`src/core/pifrc_map.svh`:
```
/*
  Register offsets, field positions and reset values of the peripheral
  event flag and reset cause block.
  Assumes inclusion by bare name from the package; the core module uses its macros without an include.
*/
`ifndef PIFRC_MAP_SVH
`define PIFRC_MAP_SVH

`define PIFRC_OFS_EVENT_FLAGS 8'h0c
`define PIFRC_OFS_CAUSE_FLAGS 8'h8e
`define PIFRC_OFS_EVENT_MASK 8'h8c
`define PIFRC_OFS_IRQ_STATUS 8'h90
`define PIFRC_OFS_IRQ_MASK 8'h91
`define PIFRC_OFS_CONTROL 8'h92

`define PIFRC_BIT_OVF 0
`define PIFRC_BIT_CAP 1
`define PIFRC_BIT_PORT 2
`define PIFRC_BIT_SER 3
`define PIFRC_BIT_BTN 4
`define PIFRC_BIT_CMP 7
`define PIFRC_EVENT_IMPL 8'h9f

`define PIFRC_BIT_LVD 0
`define PIFRC_BIT_POR 1
`define PIFRC_BIT_RSVD 7
`define PIFRC_CAUSE_WMASK 8'h83

`define PIFRC_BIT_GIE 0
`define PIFRC_BIT_XTAL 1

`define PIFRC_EVENT_RST 8'h00
`define PIFRC_ZERO8 8'h00
`define PIFRC_WB_ADDR_W 8

`endif

```
`src/core/pifrc_pkg.sv`:
```
/*
  Types of the peripheral event flag and reset cause block.
  Assumes the constant map header is on the include path.
*/
`include "pifrc_map.svh"

package pifrc_pkg;
  typedef logic [7:0] pifrc_byte_t;
  typedef enum logic [1:0] {
    PIFRC_RST_NONE,
    PIFRC_RST_POWER,
    PIFRC_RST_EXTERNAL,
    PIFRC_RST_WATCHDOG
  } pifrc_reset_kind_t;
endpackage

```
`src/core/pifrc_core.sv`:
```
/*
  Peripheral event flag register, reset cause register, enable masks
  and one level interrupt, reached over a classic Wishbone slave.
  Assumes event strobes are synchronous to clk_i, pins are asynchronous,
  and the surrounding reset logic reports which kind of reset fired.
*/
// The Wishbone interface to the registers is this design's own decision.
`timescale 1ns/10ps

module pifrc_core
  import pifrc_pkg::*;
(
  input wire logic clk_i,
  input wire logic rst_i,
  input wire logic power_on_reset_i,
  input wire logic external_reset_pin_n_i,
  input wire logic watchdog_reset_i,
  input wire logic wb_cyc_i,
  input wire logic wb_stb_i,
  input wire logic wb_we_i,
  input wire logic [7:0] wb_adr_i,
  input wire logic [7:0] wb_dat_i,
  input wire logic wb_sel_i,
  output logic [7:0] wb_dat_o,
  output logic wb_ack_o,
  input wire logic conv_overflow_i,
  input wire logic conv_capture_i,
  input wire logic [3:0] port_c_hi_i,
  input wire logic serial_done_i,
  input wire logic oscillator_button_pin_i,
  input wire logic comparator_out_i,
  input wire logic low_voltage_detect_i,
  output logic device_reset_o,
  output logic [7:0] event_enable_o,
  output logic global_irq_enable_o,
  output logic external_crystal_mode_o,
  output logic irq_o
);

  pifrc_byte_t peripheral_event_flags;
  pifrc_byte_t reset_cause_flags;
  pifrc_byte_t event_mask;
  pifrc_byte_t irq_status;
  pifrc_byte_t irq_mask;
  pifrc_byte_t control;
  pifrc_byte_t next_event_flags;
  pifrc_byte_t next_cause_flags;
  pifrc_byte_t event_set;
  pifrc_byte_t read_data;
  pifrc_reset_kind_t reset_kind;
  logic [3:0] port_meta;
  logic [3:0] port_sync;
  logic [3:0] port_prev;
  logic [1:0] button_meta;
  logic [1:0] button_sync;
  logic button_prev;
  logic cmp_meta;
  logic cmp_sync;
  logic lvd_meta;
  logic lvd_sync;
  logic external_reset_pin_meta;
  logic external_reset_pin_sync_n;
  logic port_primed;
  logic wr_stb;
  logic rd_hit;

  function automatic logic addr_is(input logic [7:0] adr, input logic [7:0] ofs);
    addr_is = (adr == ofs);
  endfunction

  function automatic pifrc_byte_t bit_at(input int pos);
    bit_at = pifrc_byte_t'(1) << pos;
  endfunction

  // Pin synchronisers
  always_ff @(posedge clk_i) begin
    port_meta <= port_c_hi_i;
    port_sync <= port_meta;
    button_meta <= {button_meta[0], oscillator_button_pin_i};
    button_sync <= {button_sync[0], button_meta[1]};
    cmp_meta <= comparator_out_i;
    cmp_sync <= cmp_meta;
    lvd_meta <= low_voltage_detect_i;
    lvd_sync <= lvd_meta;
    external_reset_pin_meta <= external_reset_pin_n_i;
    external_reset_pin_sync_n <= external_reset_pin_meta;
  end

  // Edge history
  always_ff @(posedge clk_i) begin
    if (rst_i) begin
      port_prev <= 4'h0;
      button_prev <= 1'b1;
      port_primed <= 1'b0;
    end else begin
      port_prev <= port_sync;
      button_prev <= button_sync[1];
      port_primed <= 1'b1;
    end
  end

  // External reset pin drives device reset
  assign device_reset_o = ~external_reset_pin_sync_n | power_on_reset_i;

  always_comb begin
    if (power_on_reset_i) begin
      reset_kind = PIFRC_RST_POWER;
    end else if (!external_reset_pin_sync_n) begin
      reset_kind = PIFRC_RST_EXTERNAL;
    end else if (watchdog_reset_i) begin
      reset_kind = PIFRC_RST_WATCHDOG;
    end else begin
      reset_kind = PIFRC_RST_NONE;
    end
  end

  // Event detection, independent of the enable masks; crystal mode blocks the button event
  always_comb begin
    event_set = `PIFRC_ZERO8;
    event_set[`PIFRC_BIT_OVF] = conv_overflow_i;
    event_set[`PIFRC_BIT_CAP] = conv_capture_i;
    event_set[`PIFRC_BIT_PORT] = port_primed && (port_sync != port_prev);
    event_set[`PIFRC_BIT_SER] = serial_done_i;
    event_set[`PIFRC_BIT_BTN] = !control[`PIFRC_BIT_XTAL] && button_prev && !button_sync[1];
    event_set[`PIFRC_BIT_CMP] = cmp_sync;
  end

  // Write lands at the edge where the master samples ack
  assign wr_stb = wb_cyc_i && wb_stb_i && wb_we_i && wb_sel_i && wb_ack_o;

  // Write clears or loads, then set wins
  always_comb begin
    next_event_flags = peripheral_event_flags;
    if (wr_stb && addr_is(wb_adr_i, `PIFRC_OFS_EVENT_FLAGS)) begin
      next_event_flags = wb_dat_i;
    end
    next_event_flags = (next_event_flags | event_set) & `PIFRC_EVENT_IMPL;
  end

  always_ff @(posedge clk_i) begin
    if (rst_i) begin
      peripheral_event_flags <= `PIFRC_EVENT_RST;
    end else begin
      peripheral_event_flags <= next_event_flags;
    end
  end

  // Reset cause flags
  always_comb begin
    next_cause_flags = reset_cause_flags;
    if (wr_stb && addr_is(wb_adr_i, `PIFRC_OFS_CAUSE_FLAGS)) begin
      next_cause_flags = wb_dat_i & `PIFRC_CAUSE_WMASK;
    end
    if (lvd_sync) begin
      next_cause_flags[`PIFRC_BIT_LVD] = 1'b0;
    end
    next_cause_flags[`PIFRC_BIT_RSVD] = 1'b0;
  end

  always_ff @(posedge clk_i) begin
    if (reset_kind == PIFRC_RST_POWER) begin
      reset_cause_flags <= `PIFRC_ZERO8;
    end else begin
      reset_cause_flags <= next_cause_flags;
    end
  end

  // Enable, mask and control registers
  always_ff @(posedge clk_i) begin
    if (rst_i) begin
      event_mask <= `PIFRC_ZERO8;
      irq_mask <= `PIFRC_ZERO8;
      control <= `PIFRC_ZERO8;
    end else if (wr_stb) begin
      if (addr_is(wb_adr_i, `PIFRC_OFS_EVENT_MASK)) begin
        event_mask <= wb_dat_i & `PIFRC_EVENT_IMPL;
      end
      if (addr_is(wb_adr_i, `PIFRC_OFS_IRQ_MASK)) begin
        irq_mask <= wb_dat_i & `PIFRC_EVENT_IMPL;
      end
      if (addr_is(wb_adr_i, `PIFRC_OFS_CONTROL)) begin
        control <= wb_dat_i & (bit_at(`PIFRC_BIT_GIE) | bit_at(`PIFRC_BIT_XTAL));
      end
    end
  end

  // Sticky status, write one to clear, set wins
  always_ff @(posedge clk_i) begin
    if (rst_i) begin
      irq_status <= `PIFRC_ZERO8;
    end else if (wr_stb && addr_is(wb_adr_i, `PIFRC_OFS_IRQ_STATUS)) begin
      irq_status <= (irq_status & ~wb_dat_i) | event_set;
    end else begin
      irq_status <= irq_status | event_set;
    end
  end

  assign event_enable_o = event_mask;
  assign global_irq_enable_o = control[`PIFRC_BIT_GIE];
  assign external_crystal_mode_o = control[`PIFRC_BIT_XTAL];

  // Comparator level holds the flag while high
  assign irq_o = |(irq_status & irq_mask) | (cmp_sync & irq_mask[`PIFRC_BIT_CMP]);

  // Read mux
  always_comb begin
    rd_hit = 1'b1;
    read_data = `PIFRC_ZERO8;
    case (wb_adr_i)
      `PIFRC_OFS_EVENT_FLAGS: read_data = peripheral_event_flags & `PIFRC_EVENT_IMPL;
      `PIFRC_OFS_CAUSE_FLAGS: read_data = reset_cause_flags & `PIFRC_CAUSE_WMASK;
      `PIFRC_OFS_EVENT_MASK: read_data = event_mask;
      `PIFRC_OFS_IRQ_STATUS: read_data = irq_status;
      `PIFRC_OFS_IRQ_MASK: read_data = irq_mask;
      `PIFRC_OFS_CONTROL: read_data = control;
      default: rd_hit = 1'b0;
    endcase
  end

  // Wishbone answer, one wait state
  always_ff @(posedge clk_i) begin
    if (rst_i) begin
      wb_ack_o <= 1'b0;
      wb_dat_o <= `PIFRC_ZERO8;
    end else begin
      wb_ack_o <= wb_cyc_i && wb_stb_i && !wb_ack_o;
      wb_dat_o <= (rd_hit && wb_cyc_i && wb_stb_i && !wb_we_i) ? read_data : `PIFRC_ZERO8;
    end
  end

endmodule // pifrc_core

```
`config.mk`:
```
export PLATFORM = sky130hd
export DESIGN_NAME = pifrc_core
export DESIGN_NICKNAME = d
export VERILOG_FILES = /design/src/core/pifrc_pkg.sv /design/src/core/pifrc_core.sv
export VERILOG_INCLUDE_DIRS = /design/src /design/src/core
export SDC_FILE = /design/constraint.sdc
export NUM_CORES = 1
export LEC_CHECK = 0
export ABC_AREA = 1
export BUFFER_PORTS_ARGS = -buffer_cell sky130_fd_sc_hd__buf_4
export CORE_MARGIN = 5
export CORE_UTILIZATION = 50
export CTS_CLUSTER_DIAMETER = 40
export DETAILED_ROUTE_END_ITERATION = 10
export PLACE_DENSITY_LB_ADDON = 0.12
export SLEW_MARGIN = 5
export SYNTH_ARGS = -nofsm -noshare
export SYNTH_HDL_FRONTEND = slang
export SYNTH_SLANG_ARGS = --single-unit
```
`constraint.sdc`:
```
create_clock -name clk_i -period 1.65 [get_ports clk_i]
set_input_delay 0.33 -clock clk_i [delete_from_list [all_inputs] [get_ports clk_i]]
set_output_delay 0.33 -clock clk_i [all_outputs]
set_load 0.05 [all_outputs]
```
Word-level counts from Yosys, hierarchy flattened. Cells that the tools add are included.

Equality and inequality tests: 8. Mux-type cells: 8. Bitwise operators: 11. Reductions and logical operators: 25.

Operators by type and width (number): $pmux W8 S6 (1); $eq A8 B8 Y1 const B (5); $or A8 B8 Y8 (3); $and A8 B8 Y8 (2); $mux W8 (2); $logic_and A1 B1 Y1 (14); $eq A8 B4 Y1 const B (1); $not A8 Y8 (1); $reduce_or A8 Y1 (1); $mux W2 (3); $reduce_and A2 Y1 (3); $reduce_or A6 Y1 (1); $logic_not A1 Y1 (4); $ne A4 B4 Y1 (1); $reduce_or A2 Y1 (2); $eq A2 B1 Y1 const B (1); $mux W1 (2); $not A1 Y1 (2); $or A1 B1 Y1 (2); $and A1 B1 Y1 (1).

Bits in registers: 66. Bits of input ports: 35. Logic and storage cells: 76.

Depth between registers and ports, before layout.
Depth after elaboration: 8. Gate-level depth with buffers: 10. Gate-level depth less buffers: 10.

Worst setup path before layout. No wires, ideal clock.

Path type: register to register. Start point: register wb_ack_o. End point: register peripheral_event_flags[1]. Data arrival time: 1.411 ns. Data required time: 1.522 ns. Setup slack: 0.111 ns. Stages on the path, launching flop included: 8. Clock period less this slack: 1.539 ns. Cell sequence: dfxtp_1 -> nand3_1 -> nor2_4 -> nand2_2 -> inv_2 -> nor2_1 -> nor2_1 -> nor2_1.

Cells in the longest elaborated chain, start to end: 4.

RTL lines: start: declaration (RTL line pifrc_core.sv:25) `output logic wb_ack_o,`; start signal: assignment (RTL line pifrc_core.sv:226) `wb_ack_o <= wb_cyc_i && wb_stb_i && !wb_ack_o;`; $logic_and A1 B1 Y1 (RTL line pifrc_core.sv:129) `assign wr_stb = wb_cyc_i && wb_stb_i && wb_we_i && wb_sel_i && wb_ack_o;`; $logic_and A1 B1 Y1 (RTL line pifrc_core.sv:134) `` if (wr_stb && addr_is(wb_adr_i, `PIFRC_OFS_EVENT_FLAGS)) begin ``; $mux W8 (RTL line pifrc_core.sv:134); $or A8 B8 Y8 (RTL line pifrc_core.sv:137) `` next_event_flags = (next_event_flags | event_set) & `PIFRC_EVENT_IMPL; ``; end signal: assignment (RTL line pifrc_core.sv:142) `` peripheral_event_flags <= `PIFRC_EVENT_RST; ``; end signal: assignment (RTL line pifrc_core.sv:144) `peripheral_event_flags <= next_event_flags;`; end: declaration (RTL line pifrc_core.sv:40) `pifrc_byte_t peripheral_event_flags;`.

Every way passes these cells. A chain may end at the register's enable or synchronous reset.

Final worst setup path.
Start point: register cmp_sync. End point: output irq_o.

Cells in the longest elaborated chain, start to end: 2.

RTL lines: start: declaration (RTL line pifrc_core.sv:58) `logic cmp_sync;`; start signal: assignment (RTL line pifrc_core.sv:82) `cmp_sync <= cmp_meta;`; $and A1 B1 Y1 (RTL line pifrc_core.sv:203) `` assign irq_o = |(irq_status & irq_mask) | (cmp_sync & irq_mask[`PIFRC_BIT_CMP]); ``; $or A1 B1 Y1 (RTL line pifrc_core.sv:203); end: declaration (RTL line pifrc_core.sv:37) `output logic irq_o`.

Every way passes these cells.

==> reports/qor.yml <==
synthTopCellsByArea: "dfxtp_1 51%, nand2_1 9.9%, inv_1 6.4%"
multiInputGateArea_um2: 1010
clock-sinks: 63
route.antenna.remaining_nets: 0
routabilityCongestion: 0.905
stdcell_count: 462
leakage_nw: 1.45
antenna_found_initial: 0
seqCellArea_um2: 1260
wire_per_inst_um: 11.9
required_ns: 1.32
ys_types: 24
avgSynthCellArea_um2: 7.60
worstSkewPairLatency_ns: 0.33
grt_pass1_vias: 2047
final-max-slew-violation-count: 0
period_share_pct: 103
die_y_um: 80.2
syn_to_final_growth_pct: 28.2
die_w_um: 80.2
timing.final.ws_setup_ns: -0.0435
p_total_w: 0.00294
min_from: "port_c_hi_i[1]"
r2r-end: "control[1]$_SDFFE_PP0P_"
synth-xor-area-share_pct: 1.42
ys_ff_latch: 63
synth_fa_ha_area_share_pct: 0
max_cap_viol_count: 0
peakVddDrop_v: 0.000727
arrival_ns: 1.36
netlist.area_leader.share_pct: 51.2
path_clk_slew_ns: 0.07
fin_crit_ns: 1.69
worstSetupPathType: "flip-flop to output port"
r2r_start: "wb_ack_o$_SDFF_PP0_"
firstDrtPassIters: 4
fmax_mhz: 591
grt.overflow.total: 0
cts_root_buf: "clkbuf_8"
r2r_setup_slack_ns: 0.35
drc: 0
worst-path-max-fanout: 2
core_area_um2: 4750
hold_class: "input port to flip-flop"
via_per_inst: 4.72
hold_depth: 1
row_count: 25
setup_viol: 1
cp-end-kind: "output port"
synthMuxAreaShare_pct: 0
io_buffer_count: 52
dp_hpwl_um: 4150
violations: "negative setup slack"
place_ws_ns: 0.124
dieArea_um2: 6430
grt_pass1_wl_um: 9110
synth_top_family_by_area: "simple AND/OR/NAND/NOR gates"
fin_worst_skew_ns: 0.00518
final_layout_size_suffix_gt1_share_pct: 25.6
synth-simple-area-share_pct: 29.1
syn-instance-count: 324
dp_cells: 443
min_to: "port_meta[1]$_DFF_P_"
drt-total-wl_um: 5520
yosysWarnings: 0
startpoint_type: "flip-flop"
io-pin-count: 56
final_net_count: 425
r2r_cells: 6
status: "finished with violations"
num_antenna_cells: 0
synth.cell_area_um2: 2460
grt_use_total_pct: 18.4
nFillCells: 441
initial_utilization_pct: 51.8
grt_setup_unrepaired: "true"
drt_iter0_drc: 214
grt_max_degree: 19
power.density_nw_per_um2: 931
h-tree-depth: 3
synth_seq_area_share_pct: 51.2
clockBufferDepth: 2
synth_compound_area_share_pct: 9.71
cts_made_buffers: 9
hold_viol: 0
yosysTopAreaCell: "dfxtp_1"
vias: 2181
cts_tree: "done"
==> worst max-delay path by stage <==
stage / slack (ns) / to / cells after the start / from
floorplan: 0.11 / peripheral_event_flags[1]$_SDFF_PP0_ / 7 / wb_ack_o$_SDFF_PP0_
global placement: 0.14 / peripheral_event_flags[1]$_SDFF_PP0_ / 9 / wb_adr_i[5]
detailed placement: 0.12 / peripheral_event_flags[4]$_SDFF_PP0_ / 9 / wb_adr_i[5]
CTS: -0.04 / irq_o / 5 / cmp_sync$_DFF_P_
global route: -0.08 / irq_o / 5 / cmp_sync$_DFF_P_
finish: -0.04 / irq_o / 5 / cmp_sync$_DFF_P_
==> cell families (layout without fill, tap and decap cells) <==
| kind of cell | after synthesis | in the layout |
|---|---|---|
| other | 1 | 2 |
| AO/OA/AOI/OAI | 47 | 47 |
| XOR/XNOR | 4 | 4 |
| buffers and inverters | 52 | 122 |
| flip-flops | 63 | 63 |
| AND/OR/NAND/NOR | 157 | 157 |
==> repair_timing <==
| action | 4_1_cts | 5_1_grt |
|---|---|---|
| hold buffers | 0 | 0 |
| setup endpoints to repair | 1 | 1 |
| gates resized for setup | 6 | 0 |
| pin swaps | 2 | 0 |
| buffers inserted | 3 | 0 |
==> layout by cell type (no fill, tap or decap), types with 4 or more instances in the layout <==
| master | instances |
|---|---|
| nor2_4 | 4 |
| clkbuf_8 | 9 |
| inv_1 | 42 |
| nand2_2 | 7 |
| nor2_1 | 39 |
| xnor2_1 | 4 |
| nand3_1 | 26 |
| a21oi_1 | 24 |
| dfxtp_1 | 62 |
| buf_4 | 60 |
| nor2_2 | 8 |
| nand2_1 | 65 |
| o21ai_0 | 20 |
==> power by group <==
part / switching (W) / total [W] / internal [W]
clock: 0.000572 / 0.00111 / 0.000535
combinational: 0.000125 / 0.000228 / 0.000103
sequential: 0.0000260 / 0.00160 / 0.00158
==> Yosys cell counts <==
library cell  count
nand2_1          65
xnor2_1           4
nor2_4            3
clkinv_1          2
or2_2             1
conb_1            1
a21oi_1          24
nand2_2           7
dfxtp_1          63
nor2_2            7
o21ai_0          20
o21ai_1           2
buf_4             3
nor2_8            1
nand4_1           3
a221oi_1          1
nor3_1            2
inv_1            42
nand3_1          26
clkbuf_1          3
buf_2             1
nand2_4           1
inv_2             1
nor2_1           41
==> per-stage QoR <==
stage	TNS (ns)	utilization, %	instance area (um2)	hold WS (ns)
2_1_floorplan	0	-	2470	0.310
3_3_place_gp	0	62.0	2950	0.310
6_report	-0.0435	66.4	3160	0.0940
3_5_place_dp	0	62.0	2950	0.312
4_1_cts	-0.0406	66.4	3160	0.0795
5_1_grt	-0.0765	66.4	3160	0.0786
==> routing by layer <==
layer | GRT usage, % | share of wire, % | vias to the layer above | wire (um)
met3 | 4.93 | 6.3 | 11 | 348
met2 | 29.6 | 47 | 62 | 2580
li1 | - | - | 1141 | -
met4 | 7.09 | 1.7 | 0 | 93
met1 | 23.6 | 45 | 967 | 2490
met5 | 0 | 0 | - | 0
==> registers in the layout (all words and copies together) (netlist names), 2 cells and up <==
name                    flops
irq_status                  8
port_meta                   4
peripheral_event_flags      6
button_meta                 2
wb_dat_o                    8
port_sync                   4
button_sync                 2
port_prev                   4
irq_mask                    6
event_enable_o              6
control                     2
reset_cause_flags           2
==> critical path, cell delays in order, from the launching register on <==
cell and delay [ns]:
dfxtp_2 0.34, nor2_4 0.12, nor2_2 0.05, a221oi_2 0.18, nand4_1 0.15, buf_6 0.18
==> area by class of cell <==
class / count / area share [%]
clock buffers: 10 / 4.04
clock inverters: 6 / 1.19
inverters: 45 / 5.35
multi-input cells: 210 / 32.1
well taps: 67 / 2.66
repair buffers: 61 / 14.6
flip-flops and latches: 63 / 40.0
(Power assumes the default switching activity.)
